`config.mk`:
```
export PLATFORM = sky130hd
export DESIGN_NAME = ctk_top
export DESIGN_NICKNAME = d
export VERILOG_FILES = /design/src/ctk_pkg.sv /design/src/ctk_sync.sv /design/src/ctk_hold.sv /design/src/ctk_top.sv
export SDC_FILE = /design/constraint.sdc
export NUM_CORES = 1
export LEC_CHECK = 0
export ABC_CLOCK_PERIOD_IN_PS = 6100
export BUFFER_PORTS_ARGS = -buffer_cell sky130_fd_sc_hd__buf_2
export CAP_MARGIN = 25
export CORE_ASPECT_RATIO = 0.6
export CORE_MARGIN = 10
export CORE_UTILIZATION = 58
export DETAILED_ROUTE_END_ITERATION = 8
export GPL_ROUTABILITY_DRIVEN = 0
export PLACE_DENSITY = 0.86
export SLEW_MARGIN = 25
export SYNTH_ARGS = -nofsm -noshare
export SYNTH_HDL_FRONTEND = slang
export SYNTH_HIERARCHICAL = 1
export SYNTH_SLANG_ARGS = --single-unit
export TNS_END_PERCENT = 30
```
`constraint.sdc`:
```
create_clock -name sys_clk -period 6.1 [get_ports sys_clk]
set_input_delay 1.22 -clock sys_clk [delete_from_list [all_inputs] [get_ports sys_clk]]
set_output_delay 1.22 -clock sys_clk [all_outputs]
set_load 0.005 [all_outputs]
```
`src/ctk_pkg.sv`:
```
/*
 * ctk_pkg: constants, register map and carrier types of the clock tick counter.
 * assumes a 200 MHz system clock and a 16-bit i/o address space with 4-bit data.
 */
package ctk_pkg;

    // ==========================================================
    // bus geometry
    // ==========================================================
    localparam int ADDR_W = 16;
    localparam int DATA_W = 4;
    localparam int CNT_W  = 8;
    localparam int FLAG_W = 4;

    // ==========================================================
    // register offsets
    // ==========================================================
    localparam logic [15:0] OFS_RUN_CLR  = 16'hff78;
    localparam logic [15:0] OFS_CNT_LO   = 16'hff79;
    localparam logic [15:0] OFS_CNT_HI   = 16'hff7a;
    localparam logic [15:0] OFS_IRQ_EN   = 16'hffe6;
    localparam logic [15:0] OFS_IRQ_FLAG = 16'hfff6;

    // ==========================================================
    // field positions and reset values
    // ==========================================================
    localparam int BIT_RUN   = 0;
    localparam int BIT_CLEAR = 1;
    localparam int TAP16_BIT = 3;
    localparam int TAP8_BIT  = 4;
    localparam int TAP2_BIT  = 6;
    localparam int TAP1_BIT  = 7;

    localparam logic [7:0] CNT_RST   = 8'h00;
    localparam logic [3:0] EN_RST    = 4'h0;
    localparam logic [3:0] FLAG_RST  = 4'h0;
    localparam logic       RUN_RST   = 1'b0;
    localparam logic [3:0] DATA_ZERO = 4'h0;

    // ==========================================================
    // timing
    // ==========================================================
    localparam int CLK_PERIOD_PS = 5000;
    localparam int HOLD_TIME_US  = 1000;
    localparam int HOLD_CYCLES   = (HOLD_TIME_US * 1000000) / CLK_PERIOD_PS;
    localparam int HOLD_CNT_W    = 18;

    // ==========================================================
    // carrier types
    // ==========================================================
    typedef struct packed {
        logic              rd;
        logic              wr;
        logic [ADDR_W-1:0] addr;
        logic [DATA_W-1:0] wdata;
    } ctk_bus_req_t;

    typedef struct packed {
        logic [CNT_W-1:0]  count;
        logic [FLAG_W-1:0] flags;
    } ctk_state_t;

    function automatic logic ctk_hit(input logic [ADDR_W-1:0] a,
                                     input logic [ADDR_W-1:0] ofs);
        return a == ofs;
    endfunction

endpackage

```
`src/ctk_sync.sv`:
```
/*
 * ctk_sync: three-stage synchroniser with agreement filter and rising-edge pulse.
 * assumes the input is a slow level from another clock domain.
 */
`timescale 1ns/1ps
module ctk_sync
    import ctk_pkg::*;
(
    // clock and reset
    input  wire logic sys_clk,
    input  wire logic reset,
    // pin side
    input  wire logic async_in,
    // system side
    output logic      rise_pulse_r
);

    logic stage1_r;
    logic stage2_r;
    logic stage3_r;
    logic level_r;

    // ==========================================================
    // synchroniser chain
    // ==========================================================
    always_ff @(posedge sys_clk or posedge reset) begin
        if (reset) begin
            stage1_r <= 1'b0;
            stage2_r <= 1'b0;
            stage3_r <= 1'b0;
        end else begin
            stage1_r <= async_in;
            stage2_r <= stage1_r;
            stage3_r <= stage2_r;
        end
    end

    // ==========================================================
    // filtered level and edge
    // ==========================================================
    // a change only counts once stages two and three agree
    always_ff @(posedge sys_clk or posedge reset) begin
        if (reset) begin
            level_r      <= 1'b0;
            rise_pulse_r <= 1'b0;
        end else begin
            rise_pulse_r <= 1'b0;
            if (stage2_r == stage3_r) begin
                level_r      <= stage3_r;
                rise_pulse_r <= stage3_r & ~level_r;
            end
        end
    end

endmodule

```
`src/ctk_hold.sv`:
```
/*
 * ctk_hold: hold window for the upper count nibble.
 * assumes start and stop are one-cycle pulses in the system clock domain.
 */
`timescale 1ns/1ps
module ctk_hold
    import ctk_pkg::*;
#(
    parameter logic [HOLD_CNT_W-1:0] HOLD_CYC = HOLD_CNT_W'(HOLD_CYCLES)
)
(
    // clock and reset
    input  wire logic sys_clk,
    input  wire logic reset,
    // control
    input  wire logic start,
    input  wire logic stop,
    // status
    output logic      hold_r
);

    typedef enum logic [0:0] {
        HS_IDLE = 1'b0,
        HS_HOLD = 1'b1
    } ctk_hold_state_t;

    ctk_hold_state_t              state_r;
    logic [HOLD_CNT_W-1:0]        left_r;

    // ==========================================================
    // window state
    // ==========================================================
    // a fresh low read restarts the window; a high read ends it
    always_ff @(posedge sys_clk or posedge reset) begin
        if (reset) begin
            state_r <= HS_IDLE;
            left_r  <= '0;
            hold_r  <= 1'b0;
        end else begin
            unique case (state_r)
                HS_IDLE: begin
                    if (start) begin
                        state_r <= HS_HOLD;
                        left_r  <= HOLD_CYC;
                        hold_r  <= 1'b1;
                    end
                end
                HS_HOLD: begin
                    if (start) begin
                        left_r <= HOLD_CYC;
                    end else if (stop || left_r <= HOLD_CNT_W'(1)) begin
                        state_r <= HS_IDLE;
                        hold_r  <= 1'b0;
                    end else begin
                        left_r <= left_r - HOLD_CNT_W'(1);
                    end
                end
            endcase
        end
    end

endmodule

```
`src/ctk_top.sv`:
```
/*
 * ctk_top: clock tick counter with run/clear control, split count read-out,
 * upper-nibble hold, four tap interrupts with enables and an interrupt request.
 * assumes a 256 Hz prescaler tap arriving asynchronously, and a cpu-side
 * register port with one-cycle strobes and read data one cycle later.
 * the hold length is a parameter so a bench can shorten the window;
 * a carry that meets an open window is parked, never dropped.
 */
`timescale 1ns/1ps
module ctk_top
    import ctk_pkg::*;
#(
    parameter logic [HOLD_CNT_W-1:0] HOLD_CYC = HOLD_CNT_W'(HOLD_CYCLES)
)
(
    // clock and reset
    input  wire logic              sys_clk,
    input  wire logic              reset,
    // prescaler tap, 256 Hz, asynchronous
    input  wire logic              prescale_tick_in,
    // register port
    input  wire ctk_bus_req_t      bus_req,
    output logic [DATA_W-1:0]      rd_data_r,
    // interrupt and status
    output logic                   irq_r,
    output logic [CNT_W-1:0]       tick_count_bits_r
);

    // ==========================================================
    // declarations
    // ==========================================================
    logic                tick_pulse;
    logic                hold_active;
    logic                run_control_bit_r;
    logic [FLAG_W-1:0]   irq_enable_r;
    logic [FLAG_W-1:0]   irq_flag_r;
    logic                carry_pending_r;

    logic [CNT_W-1:0]    count_nxt;
    logic                carry_pending_nxt;
    logic [FLAG_W-1:0]   tap_fall;
    logic [FLAG_W-1:0]   irq_flag_nxt;
    logic [DATA_W-1:0]   rd_data_nxt;
    logic [3:0]          hi_nxt;
    logic [FLAG_W-1:0]   irq_enable_nxt;
    logic [FLAG_W-1:0]   irq_pairs;
    logic                irq_nxt;

    logic                wr_run_clr;
    logic                wr_enable;
    logic                wr_flag;
    logic                rd_cnt_lo;
    logic                rd_cnt_hi;
    logic                counter_clear;
    logic [3:0]          lo_nib;
    logic [3:0]          hi_nib;
    logic [3:0]          lo_inc;
    logic                lo_carry;
    ctk_state_t          snap;

    // ==========================================================
    // helpers
    // ==========================================================
    // one step of a count nibble; wraps from f to 0
    function automatic logic [3:0] nib_step(input logic [3:0] nib);
        return nib + 4'h1;
    endfunction

    // a tap falls when its bit is set now and clear in the next value
    function automatic logic tap_drop(input logic [CNT_W-1:0] now_v,
                                      input logic [CNT_W-1:0] next_v,
                                      input int               pos);
        return now_v[pos] & ~next_v[pos];
    endfunction

    // ==========================================================
    // prescaler tap input
    // ==========================================================
    ctk_sync u_sync (
        .sys_clk      (sys_clk),
        .reset        (reset),
        .async_in     (prescale_tick_in),
        .rise_pulse_r (tick_pulse)
    );

    // ==========================================================
    // access decode
    // ==========================================================
    assign wr_run_clr = bus_req.wr && ctk_hit(bus_req.addr, OFS_RUN_CLR);
    assign wr_enable  = bus_req.wr && ctk_hit(bus_req.addr, OFS_IRQ_EN);
    assign wr_flag    = bus_req.wr && ctk_hit(bus_req.addr, OFS_IRQ_FLAG);
    assign rd_cnt_lo  = bus_req.rd && ctk_hit(bus_req.addr, OFS_CNT_LO);
    assign rd_cnt_hi  = bus_req.rd && ctk_hit(bus_req.addr, OFS_CNT_HI);

    // writes of zero to the clear bit do nothing
    assign counter_clear = wr_run_clr && bus_req.wdata[BIT_CLEAR];

    // ==========================================================
    // upper nibble hold window
    // ==========================================================
    // only a low read opens the window, so a high-first read sees no hold
    ctk_hold #(
        .HOLD_CYC (HOLD_CYC)
    ) u_hold (
        .sys_clk (sys_clk),
        .reset   (reset),
        .start   (rd_cnt_lo),
        .stop    (rd_cnt_hi),
        .hold_r  (hold_active)
    );

    // ==========================================================
    // counter next value
    // ==========================================================
    assign lo_nib   = tick_count_bits_r[3:0];
    assign hi_nib   = tick_count_bits_r[7:4];
    assign lo_inc   = nib_step(lo_nib);
    assign lo_carry = (lo_nib == 4'hf);

    // a carry arriving during the hold is parked and applied when the
    // window closes, so the upper nibble never loses a step
    always_comb begin
        count_nxt         = tick_count_bits_r;
        carry_pending_nxt = carry_pending_r;
        hi_nxt            = hi_nib;
        if (counter_clear) begin
            count_nxt         = CNT_RST;
            carry_pending_nxt = 1'b0;
        end else begin
            if (run_control_bit_r && tick_pulse) begin
                count_nxt[3:0] = lo_inc;
                if (lo_carry) begin
                    if (hold_active) begin
                        carry_pending_nxt = 1'b1;
                    end else begin
                        hi_nxt = nib_step(hi_nxt);
                    end
                end
            end
            // a parked carry and a fresh one in the same cycle both land
            if (!hold_active && carry_pending_r) begin
                hi_nxt            = nib_step(hi_nxt);
                carry_pending_nxt = 1'b0;
            end
            count_nxt[7:4] = hi_nxt;
        end
    end

    // ==========================================================
    // count register
    // ==========================================================
    // writes to the data addresses are never decoded here
    always_ff @(posedge sys_clk or posedge reset) begin
        if (reset) begin
            tick_count_bits_r <= CNT_RST;
        end else begin
            tick_count_bits_r <= count_nxt;
        end
    end

    // ==========================================================
    // parked carry
    // ==========================================================
    // one waiting carry is enough: a window is far shorter than a
    // full turn of the low nibble
    always_ff @(posedge sys_clk or posedge reset) begin
        if (reset) begin
            carry_pending_r <= 1'b0;
        end else begin
            carry_pending_r <= carry_pending_nxt;
        end
    end

    // ==========================================================
    // run control
    // ==========================================================
    always_ff @(posedge sys_clk or posedge reset) begin
        if (reset) begin
            run_control_bit_r <= RUN_RST;
        end else if (wr_run_clr) begin
            run_control_bit_r <= bus_req.wdata[BIT_RUN];
        end
    end

    // ==========================================================
    // tap falling edges
    // ==========================================================
    // taken from the register and its next value, so a clear that
    // drops a tap bit also counts as that tap falling
    always_comb begin
        tap_fall[0] = tap_drop(tick_count_bits_r, count_nxt, TAP16_BIT);
        tap_fall[1] = tap_drop(tick_count_bits_r, count_nxt, TAP8_BIT);
        tap_fall[2] = tap_drop(tick_count_bits_r, count_nxt, TAP2_BIT);
        tap_fall[3] = tap_drop(tick_count_bits_r, count_nxt, TAP1_BIT);
    end

    // ==========================================================
    // interrupt enables
    // ==========================================================
    // a write lands in the register and in the request on the same edge
    assign irq_enable_nxt = wr_enable ? bus_req.wdata : irq_enable_r;

    always_ff @(posedge sys_clk or posedge reset) begin
        if (reset) begin
            irq_enable_r <= EN_RST;
        end else if (wr_enable) begin
            irq_enable_r <= bus_req.wdata;
        end
    end

    // ==========================================================
    // interrupt flags
    // ==========================================================
    // an edge in the same cycle as a write-one clear keeps the flag set
    always_comb begin
        irq_flag_nxt = irq_flag_r;
        if (wr_flag) begin
            irq_flag_nxt = irq_flag_nxt & ~bus_req.wdata;
        end
        irq_flag_nxt = irq_flag_nxt | tap_fall;
    end

    always_ff @(posedge sys_clk or posedge reset) begin
        if (reset) begin
            irq_flag_r <= FLAG_RST;
        end else begin
            irq_flag_r <= irq_flag_nxt;
        end
    end

    // ==========================================================
    // interrupt request
    // ==========================================================
    // follows the next flag and enable values so it stays aligned with
    // the registers software can read back
    assign irq_pairs = irq_flag_nxt & irq_enable_nxt;
    assign irq_nxt   = |irq_pairs;

    always_ff @(posedge sys_clk or posedge reset) begin
        if (reset) begin
            irq_r <= 1'b0;
        end else begin
            irq_r <= irq_nxt;
        end
    end

    // ==========================================================
    // read data
    // ==========================================================
    // snapshot of the live state; unmapped addresses read zero
    assign snap.count = tick_count_bits_r;
    assign snap.flags = irq_flag_r;

    always_comb begin
        rd_data_nxt = DATA_ZERO;
        if (bus_req.rd) begin
            unique case (bus_req.addr)
                OFS_RUN_CLR: begin
                    // the clear bit always reads zero
                    rd_data_nxt          = DATA_ZERO;
                    rd_data_nxt[BIT_RUN] = run_control_bit_r;
                end
                OFS_CNT_LO: begin
                    rd_data_nxt = snap.count[3:0];
                end
                OFS_CNT_HI: begin
                    rd_data_nxt = snap.count[7:4];
                end
                OFS_IRQ_EN: begin
                    rd_data_nxt = irq_enable_r;
                end
                OFS_IRQ_FLAG: begin
                    rd_data_nxt = snap.flags;
                end
                default: begin
                    rd_data_nxt = DATA_ZERO;
                end
            endcase
        end
    end

    // read data stand for exactly one cycle after the strobe
    always_ff @(posedge sys_clk or posedge reset) begin
        if (reset) begin
            rd_data_r <= DATA_ZERO;
        end else begin
            rd_data_r <= rd_data_nxt;
        end
    end

endmodule

```
# Word level (Yosys, flattened, before mapping)
# Cells that the tools add are included.
word_totals:
  register_bits: 48
  out_inout_bits: 13
classes:
  reduce_logical: 18
  addsub: 4
  n_eq_ne: 11
  magnitude_cmp: 1
  n_bitwise: 15
  mux: 29
op_table:
  columns: ["cell", "n"]
  rows:
  - ["$eq A16 B16 Y1 const B", 5]
  - ["$mux W18", 3]
  - ["$mux W4", 9]
  - ["$pmux W18 S2", 1]
  - ["$pmux W4 S5", 1]
  - ["$le A18 B1 Y1 const B", 1]
  - ["$sub A18 B1 Y18 const B", 1]
  - ["$add A4 B1 Y4 const B", 3]
  - ["$mux W1", 12]
  - ["$reduce_bool A3 Y1", 3]
  - ["$and A4 B4 Y4", 2]
  - ["$logic_and A1 B1 Y1", 8]
  - ["$mux W8", 1]
  - ["$ne A2 B2 Y1 const B", 3]
  - ["$not A1 Y1", 6]
  - ["$reduce_and A3 Y1", 2]
  - ["$and A1 B1 Y1", 5]
  - ["$eq A4 B4 Y1 const B", 1]
  - ["$not A4 Y4", 1]
  - ["$or A4 B4 Y4", 1]
  - ["$pmux W1 S2", 2]
  - ["$reduce_or A4 Y1", 1]
  - ["$ne A3 B3 Y1 const B", 1]
  - ["$reduce_and A2 Y1", 1]
  - ["other kinds (4)", 4]

# Depth between registers and ports, before layout
# Gate-level depths: netlist of the first run.
logic_depth:
  word_depth: 13
  ltp_mapped: 10

# Hierarchy
# The synthesis of the first run kept the hierarchy.
modules_own_cells:
  columns: ["module", "seq_area_each_um2", "instances", "cells_each", "area_each_um2"]
  rows:
  - ["ctk_top", 575.6, 1, 141, 1383.8]
  - ["ctk_hold", 500.5, 1, 119, 1166.1]
  - ["ctk_sync", 125.1, 1, 8, 150.1]

# Least setup slack after synthesis of the first run
# Ideal clock, no wire load.
synth_timing:
  kind: "input port to flip-flop"
  from: "input port bus_req[11] (netlist bit)"
  to: "register u_hold.left_r[0]"
  setup_time_ns: 0.140
  path_slack_ns: 2.812
  path_buffers: 1
  path_stages: 9
  arrival_time_ns: 3.148
  path_cell_list: "or3b_1 > or3_1 > nor3b_1 > and2_1 > clkbuf_1 > or4b_1 > a31oi_1 > a41oi_1 > o221ai_1"
synth_via:
  word_cells_on_any_way: 10
  classes_between: "eq/ne: 4; mux: 2; reduce/logical: 4"
synth_rtl:
  columns: ["item", "line_no", "source"]
  rows:
  - ["start: declaration", "ctk_top.sv:22", "input wire ctk_bus_req_t bus_req,"]
  - ["$eq A16 B16 Y1 (*)", "ctk_pkg.sv:65", "return a == ofs;"]
  - ["$logic_and A1 B1 Y1 (*)", "ctk_top.sv:92", "assign rd_cnt_lo = bus_req.rd && ctk_hit(bus_req.addr, OFS_CNT_LO);"]
  - ["named net rd_cnt_lo", "ctk_top.sv:52", "logic rd_cnt_lo;"]
  - ["$mux W18, or another cell as far along", "ctk_hold.sv:49", "if (start) begin"]
  - ["$pmux W18 S2 or $reduce_and A2 Y1 (tied branches)", null, null]
  - ["end signal: assignment", "ctk_hold.sv:55", "left_r <= left_r - HOLD_CNT_W'(1);"]
  - ["end: declaration", "ctk_hold.sv:28", "logic [HOLD_CNT_W-1:0] left_r;"]
# The timed path passes the listed nets; every way through them passes the cells marked *.
# A chain may end at the register's enable or synchronous reset.

# Worst setup path in the final report of the first run
# Same ends and word-level chain as after synthesis.

==> summary.txt, run 1 <==
#FFs+latches synth: 48
Worst-Margin Slew: 872 ps
Root buffer cell: clkbuf_8
Vias/cell: 6.15
Setup CP Type: in2reg
Fin crit share: 62.1%
Placed insts: 363
Critical Path Slowest Stage Cell: and2_1
Clock Sinks: 48
Gr ovfl total: 0
Mapped Cells: 268
Die area: 0.00787 mm²
Clock H-tree levels: 2
Die Height: 72.9 µm
Final WL: 6800 µm
Clock share of power: 40.8%
Hold WC Path Type: reg2reg
Clock skew: 8.56 ps
Worst r2r path cells: 10
Max cap viols: 0
Power density over the cells: 192 mW/mm²
Fin util: 67.3%
Total track usage: 17.1%
Area growth syn-to-layout: 13.2%
Cell Count, Final, Fillers Out: 371
Pin count of the biggest net entering global routing: 24
Library cells used by synthesis: 64
Top cells by area, synth: dfrtp_1, a21oi_1, nand2_1
Most used DFF post-synth: dfrtp_1
Post-Syn Area: 0.00270 mm²
Crit path to: u_hold/left_r[0]$_DFFE_PP0P_
Antenna cells: 0
Sequential Power Share: 55.0%
Row cnt: 19
Final number of setup-violating endpoints: 0
Post-synth EDFFs: 0
Routed Antenna Nets: 0
Status: completed
Setup tns final: 0 ps
RSZ-0062 raised after global routing: false
Synth top area share: 44.5%
Synth Net Count: 298
TritonCTS Buffers: 5
Post-CTS Resized: 0
Core area: 0.00454 mm²
Clk_lat worst skew: 310 ps
Worst path cell trace: buf_2 > or3b_1 > or3_1 > nor3b_1 > and2_1 > inv_1 > a41oi_1 > o221ai_1
Most frequent cells in the layout: dfrtp_1, buf_2, nand2_1
Post-synthesis async set-or-reset flop share: 100%
Cell leakage power: 1.39 nW
Detailed Routing Iterations Pass 1: 5
RR Endpoint: irq_r$_DFF_PP0_
Die X-Extent: 108 µm
Data required time of the worst path: 6280 ps
Clock Pin Slew Worst Setup and Hold Paths: 100 ps
DRC errors left: 0
Synth area leader: dfrtp_1
Routed WL per cell: 18.3 µm
Critical Path Fanout Max: 17
Fin. Hold Viols: 0
Fmax: 264 MHz
Initial antenna violation count: 0
R2R setup slack: 3400 ps
Most common cell after layout, fill and taps aside: dfrtp_1
Pint: 453 µW
Layout cells sized above 1: 22.7%
Worst setup EP type: flip-flop
TritonCTS clock tree: done
PortBufs: 37
# IOs: 38
Sw frac: 22.6%
Worst Path Arrival: 3960 ps
Max IR drop VDD: 0.000155 V
Maximum buffer depth of the clock tree: 2
First-pass GRT wire length: 10800 µm
Detail Placement HPWL: 5190 µm
Max incr delay on CP: 610 ps
Vias: 2282
Startpoint Class: input port
Mean Syn Cell Area: 10.1 µm²
Vias in the first global route: 2124
Fin crit period: 3790 ps
Slew Limit Fails: 0
Layout net count: 337
RR Startpoint: tick_count_bits_r[0]$_DFFE_PP0P_
First DRT Iteration DRCs: 276
Initial Util: 59.5%
Worst slew margin: 41.8%
Sw Pwr: 132 µW
Crit path from: bus_req[11]
Combinational power share: 4.2%
Register area share after synthesis: 44.5%
Post-CTS Hold Fix Bufs: 0
Total setup buffers inserted after CTS: 0
Synth Warn #: 6
==> worst min path at each step <==
stage | start | to | slack (ps) | depth (start not counted)
after floorplan | u_sync/stage1_r$_DFF_PP0_ | u_sync/stage2_r$_DFF_PP0_ | 330 | 0
after global placement | u_sync/stage1_r$_DFF_PP0_ | u_sync/stage2_r$_DFF_PP0_ | 330 | 0
after detailed placement | u_sync/stage1_r$_DFF_PP0_ | u_sync/stage2_r$_DFF_PP0_ | 360 | 0
after CTS | u_sync/stage1_r$_DFF_PP0_ | u_sync/stage2_r$_DFF_PP0_ | 380 | 0
after global routing | u_sync/stage1_r$_DFF_PP0_ | u_sync/stage2_r$_DFF_PP0_ | 380 | 0
final | u_sync/stage1_r$_DFF_PP0_ | u_sync/stage2_r$_DFF_PP0_ | 380 | 0
==> synthesized netlist by cell type, types with 4 or more instances <==
cell       n
o21ai_0   11
xor2_1     4
o31ai_1    4
or2_2      4
or4_1      7
nand3_1   11
or3_1      7
nor2_1    18
and2_1     4
nand2_1   21
nand3b_1   5
xnor2_1    6
inv_1     11
nor3_1     4
and3_1     4
a41oi_1    4
a21oi_1   17
dfrtp_1   48
mux2_2     5
ha_1       5
a211o_1    5
==> registers in the layout, summed over array words and instances (netlist names) <==
| signal | count |
|---|---|
| u_hold/left_r | 18 |
| tick_count_bits_r | 8 |
| irq_enable_r | 4 |
| irq_flag_r | 4 |
| rd_data_r | 4 |
| carry_pending_r | 1 |
| irq_r | 1 |
| run_control_bit_r | 1 |
| u_hold/hold_r | 1 |
| u_hold/state_r | 1 |
| u_sync/level_r | 1 |
| u_sync/rise_pulse_r | 1 |
| u_sync/stage1_r | 1 |
| u_sync/stage2_r | 1 |
| u_sync/stage3_r | 1 |
==> power groups by stage <==
stage / clock network (mW) / logic [mW] / registers [mW]
detailed placement: 0 / 0.0244 / 0.328
floorplan: 0 / 0.0110 / 0.327
global route: 0.254 / 0.0272 / 0.322
finish: 0.239 / 0.0246 / 0.322
global placement: 0 / 0.0239 / 0.328
CTS: 0.240 / 0.0246 / 0.322
==> layout make-up <==
| type | instances | area, µm² |
|---|---|---|
| Sequential cell | 48 | 1200 |
| Clock inverter | 3 | 46.3 |
| Timing Repair Buffer | 37 | 185 |
| Inverter | 11 | 41.3 |
| Clock buffer | 5 | 68.8 |
| Multi-Input combinational cell | 204 | 1430 |
| Tap cell | 63 | 78.8 |
| Fill cell | 370 | 1490 |
==> critical path: cells and delay by family <==
family          cells  cell delay (ps)
buf+inv             2              410
compound gates      2              440
simple gates        4             1890
==> routing by layer <==
| metal | wire [µm] | up-vias | global-route usage [%] |
|---|---|---|---|
| li1 | - | 1080 | - |
| met1 | 3300 | 1110 | 25.4 |
| met2 | 2930 | 85 | 23.8 |
| met3 | 514 | 7 | 4.76 |
| met4 | 56 | 0 | 3.54 |
| met5 | 0 | - | 0 |
==> metrics by stage <==
step / setup slack (ps) / power (mW) / hold WS, ps / cell area (µm²)
final: 2310 / 0.585 / 381 / 3060
after global routing: 2190 / 0.603 / 380 / 3060
after CTS: 2410 / 0.586 / 377 / 3060
after detailed placement: 2100 / 0.352 / 356 / 2940
after global placement: 2260 / 0.351 / 335 / 2940
after floorplan: 2810 / 0.338 / 331 / 2700
==> cell families (layout without fill, tap and decap cells) <==
group           count (synthesis)  after routing  share of synthesized area (%)
fa+ha+maj                       6              6                           2.73
buf+inv                        16             56                           2.41
flops                          48             48                           44.5
compound gates                 62             62                           15.6
xor+xnor                       10             10                           3.24
simple gates                  118            118                           28.1
mux                             8              8                           3.38
No activity file was read; power rests on OpenSTA's default activity.
==> inputs of run 2 (changes only) <==
--- a/config.mk
+++ b/config.mk
@@ -5,15 +5,15 @@
 export SDC_FILE = /design/constraint.sdc
 export NUM_CORES = 1
 export LEC_CHECK = 0
-export ABC_CLOCK_PERIOD_IN_PS = 6100
+export ABC_CLOCK_PERIOD_IN_PS = 3900
 export BUFFER_PORTS_ARGS = -buffer_cell sky130_fd_sc_hd__buf_2
 export CAP_MARGIN = 25
 export CORE_ASPECT_RATIO = 0.6
 export CORE_MARGIN = 10
-export CORE_UTILIZATION = 58
+export CORE_UTILIZATION = 57
 export DETAILED_ROUTE_END_ITERATION = 8
 export GPL_ROUTABILITY_DRIVEN = 0
-export PLACE_DENSITY = 0.86
+export PLACE_DENSITY = 0.84
 export SLEW_MARGIN = 25
 export SYNTH_ARGS = -nofsm -noshare
 export SYNTH_HDL_FRONTEND = slang
==> constraint.sdc (replaced) <==
create_clock -name sys_clk -period 3.9 [get_ports sys_clk]
set_input_delay 0.78 -clock sys_clk [delete_from_list [all_inputs] [get_ports sys_clk]]
set_output_delay 0.78 -clock sys_clk [all_outputs]
set_load 0.005 [all_outputs]
==> summary.txt, run 2 (synthesized netlist as in run 1, its figures left out) <==
Status: completed
Reg with most FFs: u_hold/left_r
RSZ-0062 raised after global routing: false
Setup Slack @ Placement: 714 ps (-1380 ps)
Critical Path Slowest Stage Cell: or3b_1
Max incr delay on CP: 420 ps (-190 ps)
Data required time of the worst path: 4050 ps (-2230 ps)
Routed WL per cell: 18.1 µm (-1.2%)
Clock H-tree levels: 2 (unchanged)
Sequential Power Share: 57.6% (+2.6 points)
Die X-Extent: 109 µm (+0.71%)
Maximum buffer depth of the clock tree: 2 (unchanged)
Row cnt: 19 (unchanged)
Worst slew margin: 43.7% (+1.9 points)
Hold WC Path Type: reg2reg
Combinational power share: 4.5% (+0.3 points)
Total power: 873 µW (+49%)
Max FFs per register: 18 (unchanged)
Detail Placement HPWL: 5110 µm (-1.6%)
Critical Path Fanout Max: 8 (-9)
Cell leakage power: 1.39 nW (about the same)
Worst Path Arrival: 3150 ps (-810 ps)
Worst-Margin Slew: 844 ps (-28.3 ps)
Clock Sinks: 48 (unchanged)
Clk_lat worst skew: 290 ps (-20 ps)
Fin crit period: 3000 ps
Most common cell after layout, fill and taps aside: dfrtp_1
Startpoint Class: input port
Initial antenna violation count: 0 (unchanged)
Clock Pin Slew Worst Setup and Hold Paths: 80 ps (-20 ps)
Final WL: 6700 µm (-1.5%)
Sw frac: 19.9% (-2.7 points)
Slew Limit Fails: 0 (unchanged)
Die Height: 73.3 µm (+0.63%)
Vias: 2324 (+1.8%)
Most frequent cells in the layout: dfrtp_1, buf_2, nand2_1
Core area: 0.00456 mm² (+0.52%)
Worst path cell trace: buf_2 > or3b_1 > or3_1 > nor3b_1 > and2_1 > inv_1 > a41oi_1 > o221ai_1
Setup tns final: 0 ps (unchanged)
Clock share of power: 37.9% (-2.9 points)
Vias in the first global route: 2043 (-3.8%)
Final number of setup-violating endpoints: 0 (unchanged)
PortBufs: 37 (unchanged)
First-pass GRT wire length: 10700 µm (-1.6%)
Antenna cells: 0 (unchanged)
Initial Util: 59.2% (-0.31 points)
Fin crit share: 76.9%
Layout cells sized above 1: 22.5% (-0.25 points)
Area growth syn-to-layout: 12.8%
DRC errors left: 0 (unchanged)
Post-CTS Resized: 0 (unchanged)
Worst setup EP type: flip-flop
Detailed Routing Iterations Pass 1: 5 (unchanged)
Vias/cell: 6.28 (+2.1%)
Pint: 699 µW (+54%)
Power density over the cells: 287 mW/mm² (+50%)
Setup CP Type: in2reg
Final Instance Area: 0.00305 mm² (-0.29%)
First DRT Iteration DRCs: 290 (+5.1%)
# IOs: 38 (unchanged)
TritonCTS Buffers: 5 (unchanged)
Routed Antenna Nets: 0 (unchanged)
Gr ovfl total: 0 (unchanged)
Placed insts: 364 (+0.28%)
Leading registers by flop count: u_hold/left_r: 18 flops, tick_count_bits_r: 8 flops
Root buffer cell: clkbuf_8
Total setup buffers inserted after CTS: 0 (unchanged)
Cell Count, Final, Fillers Out: 370 (-0.27%)
Final worst-path setup slack: 900 ps (-1410 ps)
TritonCTS clock tree: done
Fmax: 333 MHz
Max IR drop VDD: 0.000200 V (+29%)
Total track usage: 16.8% (-0.29 points)
DP Area: 0.00295 mm² (+0.26%)
Layout net count: 338 (+0.30%)
Pin count of the biggest net entering global routing: 24 (unchanged)
Fin. Hold Viols: 0 (unchanged)
Die area: 0.00798 mm² (+1.3%)
Clock skew: 4.19 ps (-4.37 ps)
Post-CTS Hold Fix Bufs: 0 (unchanged)
Max cap viols: 0 (unchanged)
Sw Pwr: 174 µW (+31%)
[run 2: cell count changes in the layout (fill, tap and decap cells not counted), sizes merged]
| cell | previous run | this run |
|---|---|---|
| inv | 12 | 11 |
| clkinvlp | 1 | 0 |
| buf | 37 | 38 |
[run 2: area by class of cell]
cell class	count	area, µm²
clock buffers	5	68.8
flip-flops and latches	48	1200
repair buffers	38	193
fillers	366	1520
clock inverters	1	30.0
well taps	63	78.8
inverters	11	41.3
multi-input cells	204	1430
[run 2: power groups by stage]
stage                     Combinational [mW]  Sequential, mW  Clock, mW
after CTS                             0.0392           0.503      0.339
after global routing                  0.0437           0.503      0.355
after floorplan                       0.0172           0.512          0
final                                 0.0393           0.503      0.331
after detailed placement              0.0388           0.513          0
after global placement                0.0375           0.512          0
[run 2: worst paths after layout]
path,slack (ps),depth (start not counted),to,startpoint
worst max-delay path,900,8,u_hold/left_r[0]$_DFFE_PP0P_,bus_req[11]
min in group asynchronous,380,2,u_sync/level_r$_DFFE_PP0N_,reset
worst max register to register,1170,10,irq_r$_DFF_PP0_,tick_count_bits_r[0]$_DFFE_PP0P_
max in group asynchronous,2710,2,tick_count_bits_r[3]$_DFF_PP0_,reset
worst min register to register,360,0,u_sync/stage2_r$_DFF_PP0_,u_sync/stage1_r$_DFF_PP0_
worst min-delay path,360,0,u_sync/stage2_r$_DFF_PP0_,u_sync/stage1_r$_DFF_PP0_
[run 2: through the flow]
| stage | util (%) | hold slack, ps |
|---|---|---|
| floorplan | - | 331 |
| global placement | 64.6 | 334 |
| detailed placement | 64.6 | 352 |
| CTS | 66.7 | 372 |
| global route | 66.7 | 378 |
| finish | 66.7 | 364 |
[run 2: routing by layer]
metal,GRT usage [%],up-vias,share of wire (%)
met1,25.5,1133,47
met3,4.80,12,9.2
met5,0,-,0
met2,22.6,98,43
met4,3.93,0,1.6
li1,-,1081,-
[run 2: critical path, delay by kind of cell]
kind            cells  cell delay, ps
compound gates      2             420
simple gates        4            1610
buf+inv             2             330
==> inputs of run 3 (changes only) <==
--- a/config.mk
+++ b/config.mk
@@ -5,15 +5,15 @@
 export SDC_FILE = /design/constraint.sdc
 export NUM_CORES = 1
 export LEC_CHECK = 0
-export ABC_CLOCK_PERIOD_IN_PS = 3900
+export ABC_CLOCK_PERIOD_IN_PS = 2600
 export BUFFER_PORTS_ARGS = -buffer_cell sky130_fd_sc_hd__buf_2
 export CAP_MARGIN = 25
 export CORE_ASPECT_RATIO = 0.6
 export CORE_MARGIN = 10
-export CORE_UTILIZATION = 57
+export CORE_UTILIZATION = 52
 export DETAILED_ROUTE_END_ITERATION = 8
 export GPL_ROUTABILITY_DRIVEN = 0
-export PLACE_DENSITY = 0.84
+export PLACE_DENSITY = 0.81
 export SLEW_MARGIN = 25
 export SYNTH_ARGS = -nofsm -noshare
 export SYNTH_HDL_FRONTEND = slang
==> constraint.sdc (replaced) <==
create_clock -name sys_clk -period 2.6 [get_ports sys_clk]
set_input_delay 0.52 -clock sys_clk [delete_from_list [all_inputs] [get_ports sys_clk]]
set_output_delay 0.52 -clock sys_clk [all_outputs]
set_load 0.005 [all_outputs]
==> summary.txt, run 3 (synthesized netlist as in run 1, its figures left out) <==
Power density over the cells: 431 mW/mm² (+50%)
Data required time of the worst path: 2780 ps (-1270 ps)
Reg with most FFs: u_hold/left_r
Crit-path leading delay family: simple AND/OR/NAND/NOR gates
Status: completed
Max IR drop VDD: 0.000418 V (+110%)
Post-CTS Resized: 0 (unchanged)
Fmax: 408 MHz
Gr ovfl total: 0 (unchanged)
Vias: 2368 (+1.9%)
Critical Path Slowest Stage Cell: dfrtp_1
RSZ-0062 raised after global routing: false
First-pass GRT wire length: 11000 µm (+3.6%)
RR Startpoint: u_hold/hold_r$_DFFE_PP0P_
R2R setup slack: 150 ps (-1020 ps)
RR Endpoint: irq_r$_DFF_PP0_
TritonCTS Buffers: 5 (unchanged)
Final Instance Area: 0.00322 mm² (+5.8%)
Most frequent cells in the layout: dfrtp_1, buf_2, nand2_1, buf_4, nor2_1
Setup CP Type: reg2reg
Setup Slack @ Placement: -74.6 ps (-789 ps)
Leading registers by flop count: u_hold/left_r: 18 flops, tick_count_bits_r: 8 flops
Root buffer cell: clkbuf_8
Detail Placement HPWL: 5300 µm (+3.8%)
Initial Util: 53.7% (-5.5 points)
Worst Path Arrival: 2630 ps (-520 ps)
Post-CTS Hold Fix Bufs: 0 (unchanged)
Cell leakage power: 1.49 nW (+7.4%)
Sw frac: 21.6% (+1.7 points)
Row cnt: 20 (+1)
Most common cell after layout, fill and taps aside: dfrtp_1
Clock H-tree levels: 2 (unchanged)
PortBufs: 37 (unchanged)
Clock share of power: 41.4% (+3.5 points)
Routed Antenna Nets: 0 (unchanged)
Vias/cell: 5.99 (-4.6%)
Antenna cells: 0 (unchanged)
Sequential Power Share: 54.3% (-3.3 points)
First DRT Iteration DRCs: 162 (-44%)
Maximum buffer depth of the clock tree: 2 (unchanged)
Worst Path Buf+Inv: 0 (-2)
Layout cells sized above 1: 27.7% (+5.2 points)
Clock skew: 8.86 ps (+4.67 ps)
DRC errors left: 0 (unchanged)
# IOs: 38 (unchanged)
Final WL: 6800 µm (+1.6%)
Final worst-path setup slack: 150 ps (-749 ps)
Fin util: 64.1% (-2.7 points)
Routed WL per cell: 17.2 µm (-4.9%)
Clock Pin Slew Worst Setup and Hold Paths: 90 ps (about the same)
Setup tns final: 0 ps (unchanged)
Worst slew margin: 40.2% (-3.5 points)
Worst setup EP type: flip-flop
Fin crit period: 2450 ps
TritonCTS clock tree: done
Pin count of the biggest net entering global routing: 24 (unchanged)
Core area: 0.00503 mm² (+10%)
Clk_lat worst skew: 310 ps (+20 ps)
Initial antenna violation count: 0 (unchanged)
Worst path cell trace: nand3b_1 > nor2_1 > mux2_2 > ha_1 > nand2_1 > xnor2_1 > nand2_1 > a21boi_0 > a2111o_1
Layout net count: 358 (+5.9%)
Max cap viols: 0 (unchanged)
Die area: 0.00857 mm² (+7.4%)
Fin crit share: 94.2%
DP Area: 0.00310 mm² (+5.2%)
Total track usage: 16.0% (-0.82 points)
Slew Limit Fails: 0 (unchanged)
Die Height: 75.8 µm (+3.4%)
Pint: 1.09 mW (+56%)
Max FFs per register: 18 (unchanged)
Max incr delay on CP: 420 ps (about the same)
Most Frequent Cell on Critical Path: nand2_1
Detailed Routing Iterations Pass 1: 5 (unchanged)
Startpoint Class: flip-flop
# fillers: 414 (+13%)
Total setup buffers inserted after CTS: 0 (unchanged)
Area growth syn-to-layout: 19.4%
Fin. Hold Viols: 0 (unchanged)
Worst-Margin Slew: 895 ps (+51.8 ps)
Die X-Extent: 113 µm (+3.8%)
Worst r2r path cells: 9 (-1)
Critical Path Fanout Max: 4 (-4)
Vias in the first global route: 2207 (+8.0%)
Hold WC Path Type: in2async
Combinational power share: 4.4% (about the same)
Final number of setup-violating endpoints: 0 (unchanged)
Sw Pwr: 300 µW (+73%)
Clock Sinks: 48 (unchanged)
## run 3: worst reg2reg max path: stages (launching register included)
cell and delay [ps]:
dfrtp_1 420, nand3b_1 240, nor2_1 360, mux2_2 400, ha_1 190, nand2_1 60, xnor2_1 100, nand2_1 110
a21boi_0 80, a2111o_1 360
## run 3: power groups by stage
stage | registers [mW] | clock network [mW] | logic (mW)
after floorplan | 0.768 | 0 | 0.0258
after global placement | 0.769 | 0 | 0.0590
after detailed placement | 0.769 | 0 | 0.0606
after CTS | 0.754 | 0.579 | 0.0611
after global routing | 0.755 | 0.607 | 0.0684
final | 0.754 | 0.575 | 0.0608
## run 3: final cells by class
type                    instances  area (µm²)  share of cell area, %
flip-flops and latches         48        1200                   37.3
well taps                      66        82.6                   2.56
inverters                      11        41.3                   1.28
repair buffers                 58         343                   10.6
clock inverters                 2        38.8                   1.20
clock buffers                   6        82.6                   2.56
multi-input cells             204        1430                   44.5
## run 3: worst max path at each step
| stage | from | endpoint | slack [ps] | depth (start not counted) |
|---|---|---|---|---|
| final | u_hold/hold_r$_DFFE_PP0P_ | irq_r$_DFF_PP0_ | 150 | 9 |
| after detailed placement | bus_req[11] | u_hold/left_r[8]$_DFFE_PP0P_ | -70 | 9 |
| after floorplan | bus_req[11] | u_hold/left_r[0]$_DFFE_PP0P_ | 10 | 9 |
| after CTS | u_hold/hold_r$_DFFE_PP0P_ | irq_r$_DFF_PP0_ | 190 | 9 |
| after global placement | bus_req[11] | u_hold/left_r[8]$_DFFE_PP0P_ | 10 | 9 |
| after global routing | u_hold/hold_r$_DFFE_PP0P_ | irq_r$_DFF_PP0_ | 10 | 9 |
## run 3: per-stage QoR
stage          hold WS [ps]  std cells  power [mW]
2_1_floorplan           299        268       0.794
3_3_place_gp            334        387       0.828
3_5_place_dp            346        387       0.830
4_1_cts                 115        395        1.39
5_1_grt                 122        395        1.43
6_report                109        395        1.39
## run 3: routing by layer
layer / vias up / GRT usage [%] / share of wire, %
li1: 1124 / - / -
met1: 1152 / 23.7 / 49
met2: 84 / 22.5 / 43
met3: 8 / 4.25 / 7.4
met4: 0 / 3.08 / 0.91
met5: - / 0 / 0
